`config.mk`:
```
export PLATFORM = sky130hd
export DESIGN_NAME = tmr_pwm_timer
export DESIGN_NICKNAME = d
export VERILOG_FILES = /design/src/rtl/tmr_pwm_timer.v
export VERILOG_INCLUDE_DIRS = /design/src /design/src/shared
export SDC_FILE = /design/constraint.sdc
export NUM_CORES = 1
export LEC_CHECK = 0
export ABC_AREA = 1
export BUFFER_PORTS_ARGS = -buffer_cell sky130_fd_sc_hd__buf_2
export CAP_MARGIN = 40
export CORE_UTILIZATION = 55
export CTS_BUF_LIST = sky130_fd_sc_hd__clkbuf_16
export CTS_CLUSTER_SIZE = 30
export DETAILED_ROUTE_END_ITERATION = 10
export PLACE_DENSITY = 0.73
export SLEW_MARGIN = 20
export SYNTH_ARGS = -nofsm -noshare
export SYNTH_HDL_FRONTEND = slang
export SYNTH_SLANG_ARGS = --single-unit
```
`constraint.sdc`:
```
create_clock -name MCLK -period 3.52 [get_ports MCLK]
set_input_delay 0.704 -clock MCLK [delete_from_list [all_inputs] [get_ports MCLK]]
set_output_delay 0.704 -clock MCLK [all_outputs]
set_load 0.02 [all_outputs]
```
`src/shared/tmr_defines.vh`:
```
// Constants of the dual-slope PWM timer: APB offsets, fields, resets.
// Assumes a 100 MHz processor clock and a sampled oscillator input.
`ifndef TMR_DEFINES_VH
`define TMR_DEFINES_VH
// ----------------------------------------
// Register byte offsets
// ----------------------------------------
`define TMR_OFF_CTLA   8'h00
`define TMR_OFF_CTLB   8'h04
`define TMR_OFF_COUNT  8'h08
`define TMR_OFF_CMPA   8'h0C
`define TMR_OFF_CMPB   8'h10
`define TMR_OFF_STAT   8'h14
`define TMR_OFF_FLAGS  8'h18
`define TMR_OFF_IEN    8'h1C
// ----------------------------------------
// Field positions
// ----------------------------------------
`define TMR_COMA_HI    7
`define TMR_COMA_LO    6
`define TMR_COMB_HI    5
`define TMR_COMB_LO    4
`define TMR_WGM2_BIT   3
`define TMR_CS_HI      2
`define TMR_AS_BIT     5
`define TMR_LOST_BIT   6
// Busy vector index
`define TMR_UB_CTLB    0
`define TMR_UB_CTLA    1
`define TMR_UB_CMPB    2
`define TMR_UB_CMPA    3
`define TMR_UB_COUNT   4
// Flag vector index
`define TMR_FL_OVF     0
`define TMR_FL_CMPA    1
`define TMR_FL_CMPB    2
// ----------------------------------------
// Values and timing
// ----------------------------------------
`define TMR_RST_BYTE   8'h00
`define TMR_MAX        8'hFF
`define TMR_WGM_PC_FF  3'h1
`define TMR_WGM_PC_A   3'h5
`define TMR_XFER_EDGES 2'h2
`define TMR_FLAG_SYNC  3
`define TMR_HALT_CYC   3'h4
`endif

```
`src/rtl/tmr_pwm_timer.v`:
```
// 8-bit dual-slope PWM timer with optional oscillator clocking.
// Assumes APB master on MCLK; the oscillator input passes a two-stage
// synchroniser, and sleep strobes are sampled as ordinary synchronous inputs.
`timescale 1ns/1ps
`default_nettype none
`include "tmr_defines.vh"

// Operation
// - Waveform select 1 or 5 counts dual-slope
// - Top is 0xFF, or compare A at 5
// - Up match clears, down match sets; inverting reverses
// - Select two non-inverted, three inverted PWM
// - Hold top one tick, then count down
// - Overflow flag set on reaching bottom
// - Period of 510 ticks with top 0xFF
// - Tick prescaled by 1,8,32,64,128,256,1024
// - Compare at bottom or max gives constant level
// - Unmatched transitions keep waveform symmetric around bottom
// - Async-mode writes to control, count and compare go through temporaries, latched after two edges
// - Pending count or compare write blocks matching
// - Wake logic needs one oscillator cycle rearm
// - Power-down wake marks registers as lost
// - Wake on next tick, halt four cycles
// - Count read copy refreshed each oscillator edge
// - Flag sync takes three cycles plus tick
// - Compare pins change on the timer tick; a select of 0 drives low at once while control A bit 7 is clear
// - Async select clocks timer from oscillator input
module tmr_pwm_timer #(
    parameter AW = 8                     // APB address width
) (
    input  wire          MCLK,
    input  wire          RSTN,
    input  wire          PSEL,
    input  wire          PENABLE,
    input  wire          PWRITE,
    input  wire [AW-1:0] PADDR,
    input  wire [31:0]   PWDATA,
    output reg  [31:0]   PRDATA,
    output reg           PREADY,
    output reg           PSLVERR,
    input  wire          ASYNC_OSC_INPUT,
    input  wire          SLEEP_SAVE,
    input  wire          PDOWN_WAKE,
    output reg           COMPARE_OUTPUT_PIN_A,
    output reg           COMPARE_OUTPUT_PIN_B,
    output reg           WAKE_REQ,
    output reg           CPU_HALT
);

// ----------------------------------------
// Functions
// ----------------------------------------
// Next compare pin level for one channel
function pin_nxt;
    input       cur;     // Present level
    input [1:0] com;     // Output select
    input       tgl_ok;  // Toggle allowed (channel A, wgm2 set)
    input       mup;     // Match counting up
    input       mdn;     // Match counting down
    input       top_ev;  // Reversal at top
    input       bot_ev;  // Reversal at bottom
    input       full;    // Compare at or above top
    input       empty;   // Compare at bottom
    reg         set_lvl;
    begin
        set_lvl = ~com[0];
        if (com[1]) begin
            if (top_ev)
                pin_nxt = full ? set_lvl : ~set_lvl;
            else if (bot_ev)
                pin_nxt = empty ? ~set_lvl : set_lvl;
            else if (mup)
                pin_nxt = ~set_lvl;
            else if (mdn)
                pin_nxt = set_lvl;
            else
                pin_nxt = cur;
        end else if (com[0] && tgl_ok && (mup || mdn)) begin
            pin_nxt = ~cur;
        end else if (com == 2'h0) begin
            pin_nxt = 1'b0;
        end else begin
            pin_nxt = cur;
        end
    end
endfunction

// Prescaler mask per clock select
function [9:0] psc_mask;
    input [2:0] cs;
    begin
        case (cs)
            3'h2:    psc_mask = 10'h007;
            3'h3:    psc_mask = 10'h01F;
            3'h4:    psc_mask = 10'h03F;
            3'h5:    psc_mask = 10'h07F;
            3'h6:    psc_mask = 10'h0FF;
            3'h7:    psc_mask = 10'h3FF;
            default: psc_mask = 10'h000;
        endcase
    end
endfunction

// ----------------------------------------
// State
// ----------------------------------------
reg  [7:0]  ctla_ff;          // Output selects, wgm low bits
reg  [7:0]  ctlb_ff;          // wgm2, clock select
reg  [7:0]  cnt_ff;           // Counter
reg  [7:0]  cmpa_ff;          // Compare A as written
reg  [7:0]  cmpb_ff;          // Compare B as written
reg  [7:0]  cmpa_act_ff;      // Compare A in use
reg  [7:0]  cmpb_act_ff;      // Compare B in use
reg  [7:0]  tmp_ff [0:4];     // Per-register temporaries
reg  [4:0]  busy_ff;          // Update busy flags
reg  [9:0]  edg_ff;           // Two-bit edge count per temporary
reg         as_ff;            // Async clock select
reg         lost_ff;          // Contents lost after power-down
reg         dir_ff;           // 1 while counting down
reg  [9:0]  psc_ff;           // Prescaler
reg  [2:0]  flags_ff;         // Overflow and compare flags
reg  [2:0]  ien_ff;           // Interrupt enables
reg  [2:0]  evp_ff [0:2];     // Flag sync pipeline
reg  [7:0]  cnt_rd_ff;        // Count copy for reads
reg         osc_s1_ff;        // Synchroniser stage one
reg         osc_s2_ff;        // Synchroniser stage two
reg         osc_s3_ff;        // Edge detect history
reg         arm_ff;           // Wake logic armed
reg         pend_ff;          // Wake pending for next tick
reg         slp_d_ff;         // Last sleep level
reg  [2:0]  halt_ff;          // Halt countdown
integer     i;

// ----------------------------------------
// Decode
// ----------------------------------------
wire [2:0]  wgm    = {ctlb_ff[`TMR_WGM2_BIT], ctla_ff[1:0]};
wire        dual   = (wgm == `TMR_WGM_PC_FF) || (wgm == `TMR_WGM_PC_A);
wire [7:0]  top    = (wgm == `TMR_WGM_PC_A) ? cmpa_act_ff : `TMR_MAX;
wire        osc_rise = osc_s2_ff & ~osc_s3_ff;
wire        src_en = as_ff ? osc_rise : 1'b1;
wire [9:0]  mask   = psc_mask(ctlb_ff[`TMR_CS_HI:0]);
wire        run    = ctlb_ff[`TMR_CS_HI:0] != 3'h0;
wire        tick   = src_en & run & ((psc_ff & mask) == mask);
wire        acc    = PSEL & PENABLE & PREADY;
wire        wr     = acc & PWRITE;
wire        at_top = dual & ~dir_ff & (cnt_ff >= top);
wire        top_ev = tick & at_top;
wire        bot_ev = tick & dual & dir_ff & (cnt_ff == 8'h00);
wire        blk_a  = busy_ff[`TMR_UB_COUNT] | busy_ff[`TMR_UB_CMPA];
wire        blk_b  = busy_ff[`TMR_UB_COUNT] | busy_ff[`TMR_UB_CMPB];
wire        m_a    = tick & ~blk_a & (cnt_ff == cmpa_act_ff);
wire        m_b    = tick & ~blk_b & (cnt_ff == cmpb_act_ff);
wire        ovf_ev = tick & (dual ? (dir_ff & cnt_ff == 8'h01)
                                  : (cnt_ff == `TMR_MAX));
wire [2:0]  ev_now = {m_b, m_a, ovf_ev};
wire [2:0]  ev_in  = as_ff ? evp_ff[`TMR_FLAG_SYNC-1] : ev_now;

// Register write target, one-hot by busy index
reg  [4:0]  wsel;
always @* begin
    wsel = 5'h00;
    if (wr) begin
        case (PADDR)
            `TMR_OFF_CTLA:  wsel[`TMR_UB_CTLA]  = 1'b1;
            `TMR_OFF_CTLB:  wsel[`TMR_UB_CTLB]  = 1'b1;
            `TMR_OFF_COUNT: wsel[`TMR_UB_COUNT] = 1'b1;
            `TMR_OFF_CMPA:  wsel[`TMR_UB_CMPA]  = 1'b1;
            `TMR_OFF_CMPB:  wsel[`TMR_UB_CMPB]  = 1'b1;
            default:        wsel = 5'h00;
        endcase
    end
end

// Commit strobe: second oscillator edge since the write
wire [4:0]  commit;
genvar g;
generate
    for (g = 0; g < 5; g = g + 1) begin : g_commit
        assign commit[g] = busy_ff[g] & osc_rise & ~wsel[g]
                         & (edg_ff[2*g+1:2*g] == `TMR_XFER_EDGES - 2'h1);
    end
endgenerate

// ----------------------------------------
// Oscillator sampling
// ----------------------------------------
// Second stage alone feeds the edge detector
always @(posedge MCLK) begin
    if (!RSTN) begin
        osc_s1_ff <= 1'b0;
        osc_s2_ff <= 1'b0;
        osc_s3_ff <= 1'b0;
    end else begin
        osc_s1_ff <= ASYNC_OSC_INPUT;
        osc_s2_ff <= osc_s1_ff;
        osc_s3_ff <= osc_s2_ff;
    end
end

// ----------------------------------------
// Register file and temporaries
// ----------------------------------------
// Sync mode writes land at once; async mode parks them
always @(posedge MCLK) begin
    if (!RSTN) begin
        ctla_ff <= `TMR_RST_BYTE;
        ctlb_ff <= `TMR_RST_BYTE;
        cmpa_ff <= `TMR_RST_BYTE;
        cmpb_ff <= `TMR_RST_BYTE;
        busy_ff <= 5'h00;
        edg_ff  <= 10'h000;
        as_ff   <= 1'b0;
        ien_ff  <= 3'h0;
        for (i = 0; i < 5; i = i + 1)
            tmp_ff[i] <= `TMR_RST_BYTE;
    end else begin
        for (i = 0; i < 5; i = i + 1) begin
            if (wsel[i] && as_ff) begin
                tmp_ff[i]          <= PWDATA[7:0];
                busy_ff[i]         <= 1'b1;
                edg_ff[2*i +: 2]   <= 2'h0;
            end else if (commit[i]) begin
                busy_ff[i]         <= 1'b0;
            end else if (busy_ff[i] && osc_rise) begin
                edg_ff[2*i +: 2]   <= edg_ff[2*i +: 2] + 2'h1;
            end
        end
        // Destinations, direct or from temporaries
        if (wsel[`TMR_UB_CTLA] && !as_ff)
            ctla_ff <= PWDATA[7:0];
        else if (commit[`TMR_UB_CTLA])
            ctla_ff <= tmp_ff[`TMR_UB_CTLA];
        if (wsel[`TMR_UB_CTLB] && !as_ff)
            ctlb_ff <= PWDATA[7:0];
        else if (commit[`TMR_UB_CTLB])
            ctlb_ff <= tmp_ff[`TMR_UB_CTLB];
        if (wsel[`TMR_UB_CMPA] && !as_ff)
            cmpa_ff <= PWDATA[7:0];
        else if (commit[`TMR_UB_CMPA])
            cmpa_ff <= tmp_ff[`TMR_UB_CMPA];
        if (wsel[`TMR_UB_CMPB] && !as_ff)
            cmpb_ff <= PWDATA[7:0];
        else if (commit[`TMR_UB_CMPB])
            cmpb_ff <= tmp_ff[`TMR_UB_CMPB];
        // Source switch is guarded by software
        if (wr && PADDR == `TMR_OFF_STAT)
            as_ff <= PWDATA[`TMR_AS_BIT];
        if (wr && PADDR == `TMR_OFF_IEN)
            ien_ff <= PWDATA[2:0];
    end
end

// ----------------------------------------
// Prescaler
// ----------------------------------------
// Free count of source edges; mask picks the ratio
always @(posedge MCLK) begin
    if (!RSTN)
        psc_ff <= 10'h000;
    else if (src_en)
        psc_ff <= psc_ff + 10'h001;
end

// ----------------------------------------
// Counter core
// ----------------------------------------
// Dual slope: 0 up to top, hold top one tick, down to 0
always @(posedge MCLK) begin
    if (!RSTN) begin
        cnt_ff      <= `TMR_RST_BYTE;
        dir_ff      <= 1'b0;
        cmpa_act_ff <= `TMR_RST_BYTE;
        cmpb_act_ff <= `TMR_RST_BYTE;
    end else if (wsel[`TMR_UB_COUNT] && !as_ff) begin
        cnt_ff <= PWDATA[7:0];
    end else if (commit[`TMR_UB_COUNT]) begin
        cnt_ff <= tmp_ff[`TMR_UB_COUNT];
    end else if (tick) begin
        if (dual) begin
            if (!dir_ff) begin
                if (at_top) begin
                    // Top was held for this tick; now turn
                    cnt_ff      <= (top == 8'h00) ? 8'h00 : cnt_ff - 8'h01;
                    dir_ff      <= 1'b1;
                    cmpa_act_ff <= cmpa_ff;
                    cmpb_act_ff <= cmpb_ff;
                end else begin
                    cnt_ff <= cnt_ff + 8'h01;
                end
            end else if (cnt_ff == 8'h00) begin
                // 510 ticks per period when top is 0xFF
                cnt_ff <= (top == 8'h00) ? 8'h00 : 8'h01;
                dir_ff <= 1'b0;
            end else begin
                cnt_ff <= cnt_ff - 8'h01;
            end
        end else begin
            // Other modes: plain up count, buffers follow at once
            cnt_ff      <= cnt_ff + 8'h01;
            dir_ff      <= 1'b0;
            cmpa_act_ff <= cmpa_ff;
            cmpb_act_ff <= cmpb_ff;
        end
    end
end

// ----------------------------------------
// Compare pins
// ----------------------------------------
// Updated on the tick itself, or every cycle while control A bit 7 is clear
always @(posedge MCLK) begin
    if (!RSTN) begin
        COMPARE_OUTPUT_PIN_A <= 1'b0;
        COMPARE_OUTPUT_PIN_B <= 1'b0;
    end else if (tick || !ctla_ff[`TMR_COMA_HI]) begin
        COMPARE_OUTPUT_PIN_A <= pin_nxt(COMPARE_OUTPUT_PIN_A,
            ctla_ff[`TMR_COMA_HI:`TMR_COMA_LO], ctlb_ff[`TMR_WGM2_BIT],
            m_a & ~dir_ff, m_a & dir_ff, top_ev, bot_ev,
            cmpa_act_ff >= top, cmpa_act_ff == 8'h00);
        COMPARE_OUTPUT_PIN_B <= pin_nxt(COMPARE_OUTPUT_PIN_B,
            ctla_ff[`TMR_COMB_HI:`TMR_COMB_LO], 1'b0,
            m_b & ~dir_ff, m_b & dir_ff, top_ev, bot_ev,
            cmpb_act_ff >= top, cmpb_act_ff == 8'h00);
    end
end

// ----------------------------------------
// Flags and their synchronisation
// ----------------------------------------
// Set wins over a write-one clear in the same cycle
always @(posedge MCLK) begin
    if (!RSTN) begin
        flags_ff <= 3'h0;
        for (i = 0; i < `TMR_FLAG_SYNC; i = i + 1)
            evp_ff[i] <= 3'h0;
    end else begin
        evp_ff[0] <= ev_now;
        for (i = 1; i < `TMR_FLAG_SYNC; i = i + 1)
            evp_ff[i] <= evp_ff[i-1];
        if (wr && PADDR == `TMR_OFF_FLAGS)
            flags_ff <= (flags_ff & ~PWDATA[2:0]) | ev_in;
        else
            flags_ff <= flags_ff | ev_in;
    end
end

// ----------------------------------------
// Read copy of the counter
// ----------------------------------------
// Async: refreshed only on oscillator edges, so a stale
// pre-sleep value reads back until the next edge
always @(posedge MCLK) begin
    if (!RSTN)
        cnt_rd_ff <= `TMR_RST_BYTE;
    else if (!as_ff || osc_rise)
        cnt_rd_ff <= cnt_ff;
end

// ----------------------------------------
// Wake and halt sequencing
// ----------------------------------------
always @(posedge MCLK) begin
    if (!RSTN) begin
        arm_ff   <= 1'b1;
        pend_ff  <= 1'b0;
        WAKE_REQ <= 1'b0;
        slp_d_ff <= 1'b0;
        halt_ff  <= 3'h0;
        CPU_HALT <= 1'b0;
        lost_ff  <= 1'b0;
    end else begin
        slp_d_ff <= SLEEP_SAVE;
        // Rearm needs one oscillator cycle after a wake
        if (WAKE_REQ)
            arm_ff <= 1'b0;
        else if (osc_rise)
            arm_ff <= 1'b1;
        if (!SLEEP_SAVE)
            pend_ff <= 1'b0;
        else if (arm_ff && |(ev_now & ien_ff))
            pend_ff <= 1'b1;
        // Wake starts on the tick after the condition
        if (!SLEEP_SAVE)
            WAKE_REQ <= 1'b0;
        else if (pend_ff && tick)
            WAKE_REQ <= 1'b1;
        // Core held four cycles once it comes back up
        if (slp_d_ff && !SLEEP_SAVE)
            halt_ff <= `TMR_HALT_CYC;
        else if (halt_ff != 3'h0)
            halt_ff <= halt_ff - 3'h1;
        CPU_HALT <= (slp_d_ff && !SLEEP_SAVE) || (halt_ff > 3'h1);
        // Registers are not trusted after a power-down wake
        if (PDOWN_WAKE)
            lost_ff <= 1'b1;
        else if (wr && PADDR == `TMR_OFF_STAT && PWDATA[`TMR_LOST_BIT])
            lost_ff <= 1'b0;
    end
end

// ----------------------------------------
// APB slave
// ----------------------------------------
// One wait state: ready rises the cycle after access starts
reg  [31:0] rd_mux;
reg         rd_err;
always @* begin
    rd_mux = 32'h0000_0000;
    rd_err = 1'b0;
    case (PADDR)
        `TMR_OFF_CTLA:  rd_mux[7:0] = ctla_ff;
        `TMR_OFF_CTLB:  rd_mux[7:0] = ctlb_ff;
        `TMR_OFF_COUNT: rd_mux[7:0] = cnt_rd_ff;
        `TMR_OFF_CMPA:  rd_mux[7:0] = cmpa_ff;
        `TMR_OFF_CMPB:  rd_mux[7:0] = cmpb_ff;
        `TMR_OFF_STAT:  rd_mux[7:0] = {1'b0, lost_ff, as_ff, busy_ff};
        `TMR_OFF_FLAGS: rd_mux[2:0] = flags_ff;
        `TMR_OFF_IEN:   rd_mux[2:0] = ien_ff;
        default:        rd_err      = 1'b1;
    endcase
end

always @(posedge MCLK) begin
    if (!RSTN) begin
        PREADY  <= 1'b0;
        PRDATA  <= 32'h0000_0000;
        PSLVERR <= 1'b0;
    end else begin
        PREADY <= PSEL & PENABLE & ~PREADY;
        if (PSEL && PENABLE && !PREADY) begin
            PRDATA  <= PWRITE ? 32'h0000_0000 : rd_mux;
            PSLVERR <= rd_err;
        end else begin
            PSLVERR <= 1'b0;
        end
    end
end

endmodule // tmr_pwm_timer
`default_nettype wire

```
==> impl_metrics.py <==
metrics = {
    "place": {
        "place_area_sq_um": 9174,
        "io_buffers": 37,
        "dp_cells": 1385,
        "dpl.hpwl_microns": 18120,
        "place.gp.congestion": 0.9978,
    },
    "global_routing": {
        "grt_pass1_vias": 7079,
        "antenna_found_initial": 0,
        "overflow": 0,
        "grt_max_degree": 53,
        "grt_pass1_wl_microns": 38020,
        "grt_use_total_pct": 30.56,
    },
    "timing": {
        "fmax_mhz": 320.2,
        "finalSetupTns_ps": 0,
        "hold_violations": 0,
        "tightest_slew_ps": 671.7,
        "finalMaxSlewViolations": 0,
        "slew_headroom_pct": 55.16,
        "fin_worst_skew_ps": 8.675,
        "finalCritPeriodShare_pct": 88.72,
        "setup_viol": 0,
        "grt_setup_unrepaired": "no",
        "min_period_ps": 3123,
    },
    "cts": {
        "clockBufferDepth": 2,
        "insertion_delay_ps": 430,
        "numCtsBuffers": 17,
        "postCtsSetupBuffers": 0,
        "cts_hold_buf": 0,
        "cts_tree": "built",
        "cts_resized": 0,
        "root_buffer": "clkbuf_16",
        "clk_pin_slew_ps": 70,
        "htreeDepth": 4,
        "cts.sinks": 170,
    },
    "min_path": {
        "worstHoldPathType": "flop to flop",
        "min_from": "osc_s1_ff",
    },
    "power_and_ir_drop": {
        "cellPowerDensity_nw_per_um2": 428.7,
        "p_leak_nw": 4.151,
        "peakVddDrop_mv": 0.4088,
    },
    "route": {
        "antenna_left": 0,
        "drc": 0,
        "dr.pass1.iters": 6,
        "vias_per_cell": 5.638,
        "drt_first_iter_violations": 972,
        "vias": 7989,
        "drt-total-wl_microns": 24450,
        "routedWlPerCell_microns": 17.26,
    },
    "worst_setup_path": {
        "max_stage_delay_ps": 460,
        "critPathArrivalTime_ps": 3490,
        "critical_path_class": "flop to flop",
        "cp_cell_sequence": "inv_1 -> nor2_1 -> inv_1 -> nor2_1 -> ha_1 -> nand2_1 -> nor2_1 -> nand4_1 -> nand3_1 -> nand2_1 -> nor2_1 -> inv_1 -> nand2_1 -> nand2_1 -> nor2_1 -> nand3_1 -> a21oi_1",
        "cp_num_buf_inv": 3,
        "path_delay_family": "simple AND/OR/NAND/NOR gates",
        "cp_common_cell": "nor2_1",
        "worst_setup_path_start_kind": "flop",
        "crit_slowest_cell": "dfxtp_1",
        "cp_max_fo": 9,
        "r2r-start": "ctlb_ff[3]",
        "endpoint_kind": "flop",
        "crit_required_ps": 3880,
        "cp-startpoint": "ctlb_ff[3]",
    },
    "final_layout": {
        "nFillCells": 1418,
        "drive_above_1_share_pct": 12.32,
        "nNetsFinal": 1265,
        "area.growth.synth_to_final_pct": 10.32,
        "final_area_sq_um": 9762,
        "antennaDiodeCount": 0,
        "instances_no_fill": 1417,
    },
    "logic_synthesis": {
        "synth_edf_count": 40,
        "avgSynthCellArea_sq_um": 7.708,
        "postSynthRegisterBits": 170,
        "async_flop_share_pct": 0,
        "yosys-top-cells-area": "dfxtp_1, edfxtp_1, nand2_1",
        "yosysTopAreaCell": "dfxtp_1",
        "yosysMostFrequentCell": "nand2_1",
        "synthCells": 1148,
        "synth_cell_types": 52,
        "synth_area_sq_um": 8848,
        "yosysSeqAreaShare_pct": 42.99,
        "ys_dominant_reg_cell": "dfxtp_1",
        "yosys-top-cells-count": "nand2_1, dfxtp_1, inv_1",
        "synth_top_cell_area_share_pct": 29.41,
        "ys_warn_count": 0,
    },
    "floorplan": {
        "placementRows": 46,
        "die_y_microns": 128.8,
        "core-area_sq_um": 15770,
        "io_pins": 86,
        "start_util_pct": 56.11,
        "die-area_sq_um": 16600,
        "die-width_microns": 128.8,
    },
    "run_status": {
        "status": "completed",
    },
    "flow_run": {
        "cap_violations": 0,
    },
}
[registers in the layout, indices dropped and copies added (netlist names), 3 cells and up]
name,cells
cmpb_act_ff,8
flags_ff,3
busy_ff,5
cnt_ff,8
ien_ff,3
cnt_rd_ff,8
edg_ff,10
tmp_ff,40
cmpb_ff,8
cmpa_ff,8
ctlb_ff,8
PRDATA,8
halt_ff,3
psc_ff,10
cmpa_act_ff,8
evp_ff,9
ctla_ff,8
[through the flow]
step                      setup slack, ps  power, W  hold WS [ps]  util, %
after floorplan                      1015  0.002273         390.5        -
after global placement              612.9  0.002314         393.7    58.17
after detailed placement            557.7  0.002321         402.2    58.17
after CTS                           496.7  0.004185         414.3    61.90
after global routing                142.8  0.004300         429.2    61.90
final                               397.1  0.004185         416.5    61.90
[worst register-to-register path: cells and delay by family, from the launching register on]
kind | cells | cell delay, ps
simple gates | 12 | 1890
fa+ha+maj | 1 | 170
compound gates | 1 | 110
flops | 1 | 460
buf+inv | 3 | 430
[cell families after synthesis]
kind of cell | share of synthesized area (%)
and+or+nand+nor | 24.14
AOI/OAI and AO/OA | 17.17
buffers and inverters | 9.884
DFF | 42.99
adders and majority gates | 4.101
xor gates and xnor gates | 1.683
other | 0.04238
[final timing paths]
| path | slack (ps) | depth (start not counted) | end |
|---|---|---|---|
| worst max-delay path | 400 | 17 | COMPARE_OUTPUT_PIN_B |
| worst min-delay path | 420 | 2 | osc_s2_ff |
| worst max register to register | 400 | 17 | COMPARE_OUTPUT_PIN_B |
| worst min register to register | 420 | 2 | osc_s2_ff |
[report_power, final]
part	leakage (nW)	switching (W)	internal (W)	total (W)
Sequential	1.46	0.0000194	0.00203	0.00205
Combinational	2.39	0.000162	0.0000640	0.000226
Clock	0.297	0.000844	0.00106	0.00191
[cells in the final DEF, fill, tap and decap left out, types with 3 or more instances in the layout]
cell         n
nor2_4       4
o21a_1       3
clkbuf_16   17
nand2_1    233
xor2_1      13
inv_6        4
or2_0        3
o31ai_1      5
nand3_2      5
o2111ai_1    7
o21ai_2      4
inv_2       15
or2_2        9
dfxtp_1    130
inv_8        3
o22ai_1      9
nand2_4      3
edfxtp_1    40
a31o_2       3
ha_1        29
nand2_2      8
nor3_1       5
o21ai_0     70
nand4_1     21
a31oi_1     20
nor3_4       3
buf_2       37
xnor2_1      4
nand3_1     51
conb_1      24
o21ai_1     13
nor2_2       4
buf_4       15
nor2_1     115
a21oi_1     85
a211oi_1    33
inv_1      127
[layout make-up]
cell class	instances	area [sq um]	area share, %
timing repair buffer	52	297.8	3.051
inverter	144	545.5	5.588
sequential	170	3804	38.96
tap	216	270.3	2.769
clock inverter	15	162.7	1.666
multi-input combinational	803	4257	43.60
clock buffer	17	425.4	4.358
[layer usage]
metal  wire (microns)  global-route usage (%)  up-vias
li1                 -                       -     3892
met1            10530                   41.43     3615
met2            10640                   45.56      412
met3             2246                   7.318       70
met4             1044                   15.29        0
met5                0                       0        -
No activity file was read; power rests on OpenSTA's default activity.
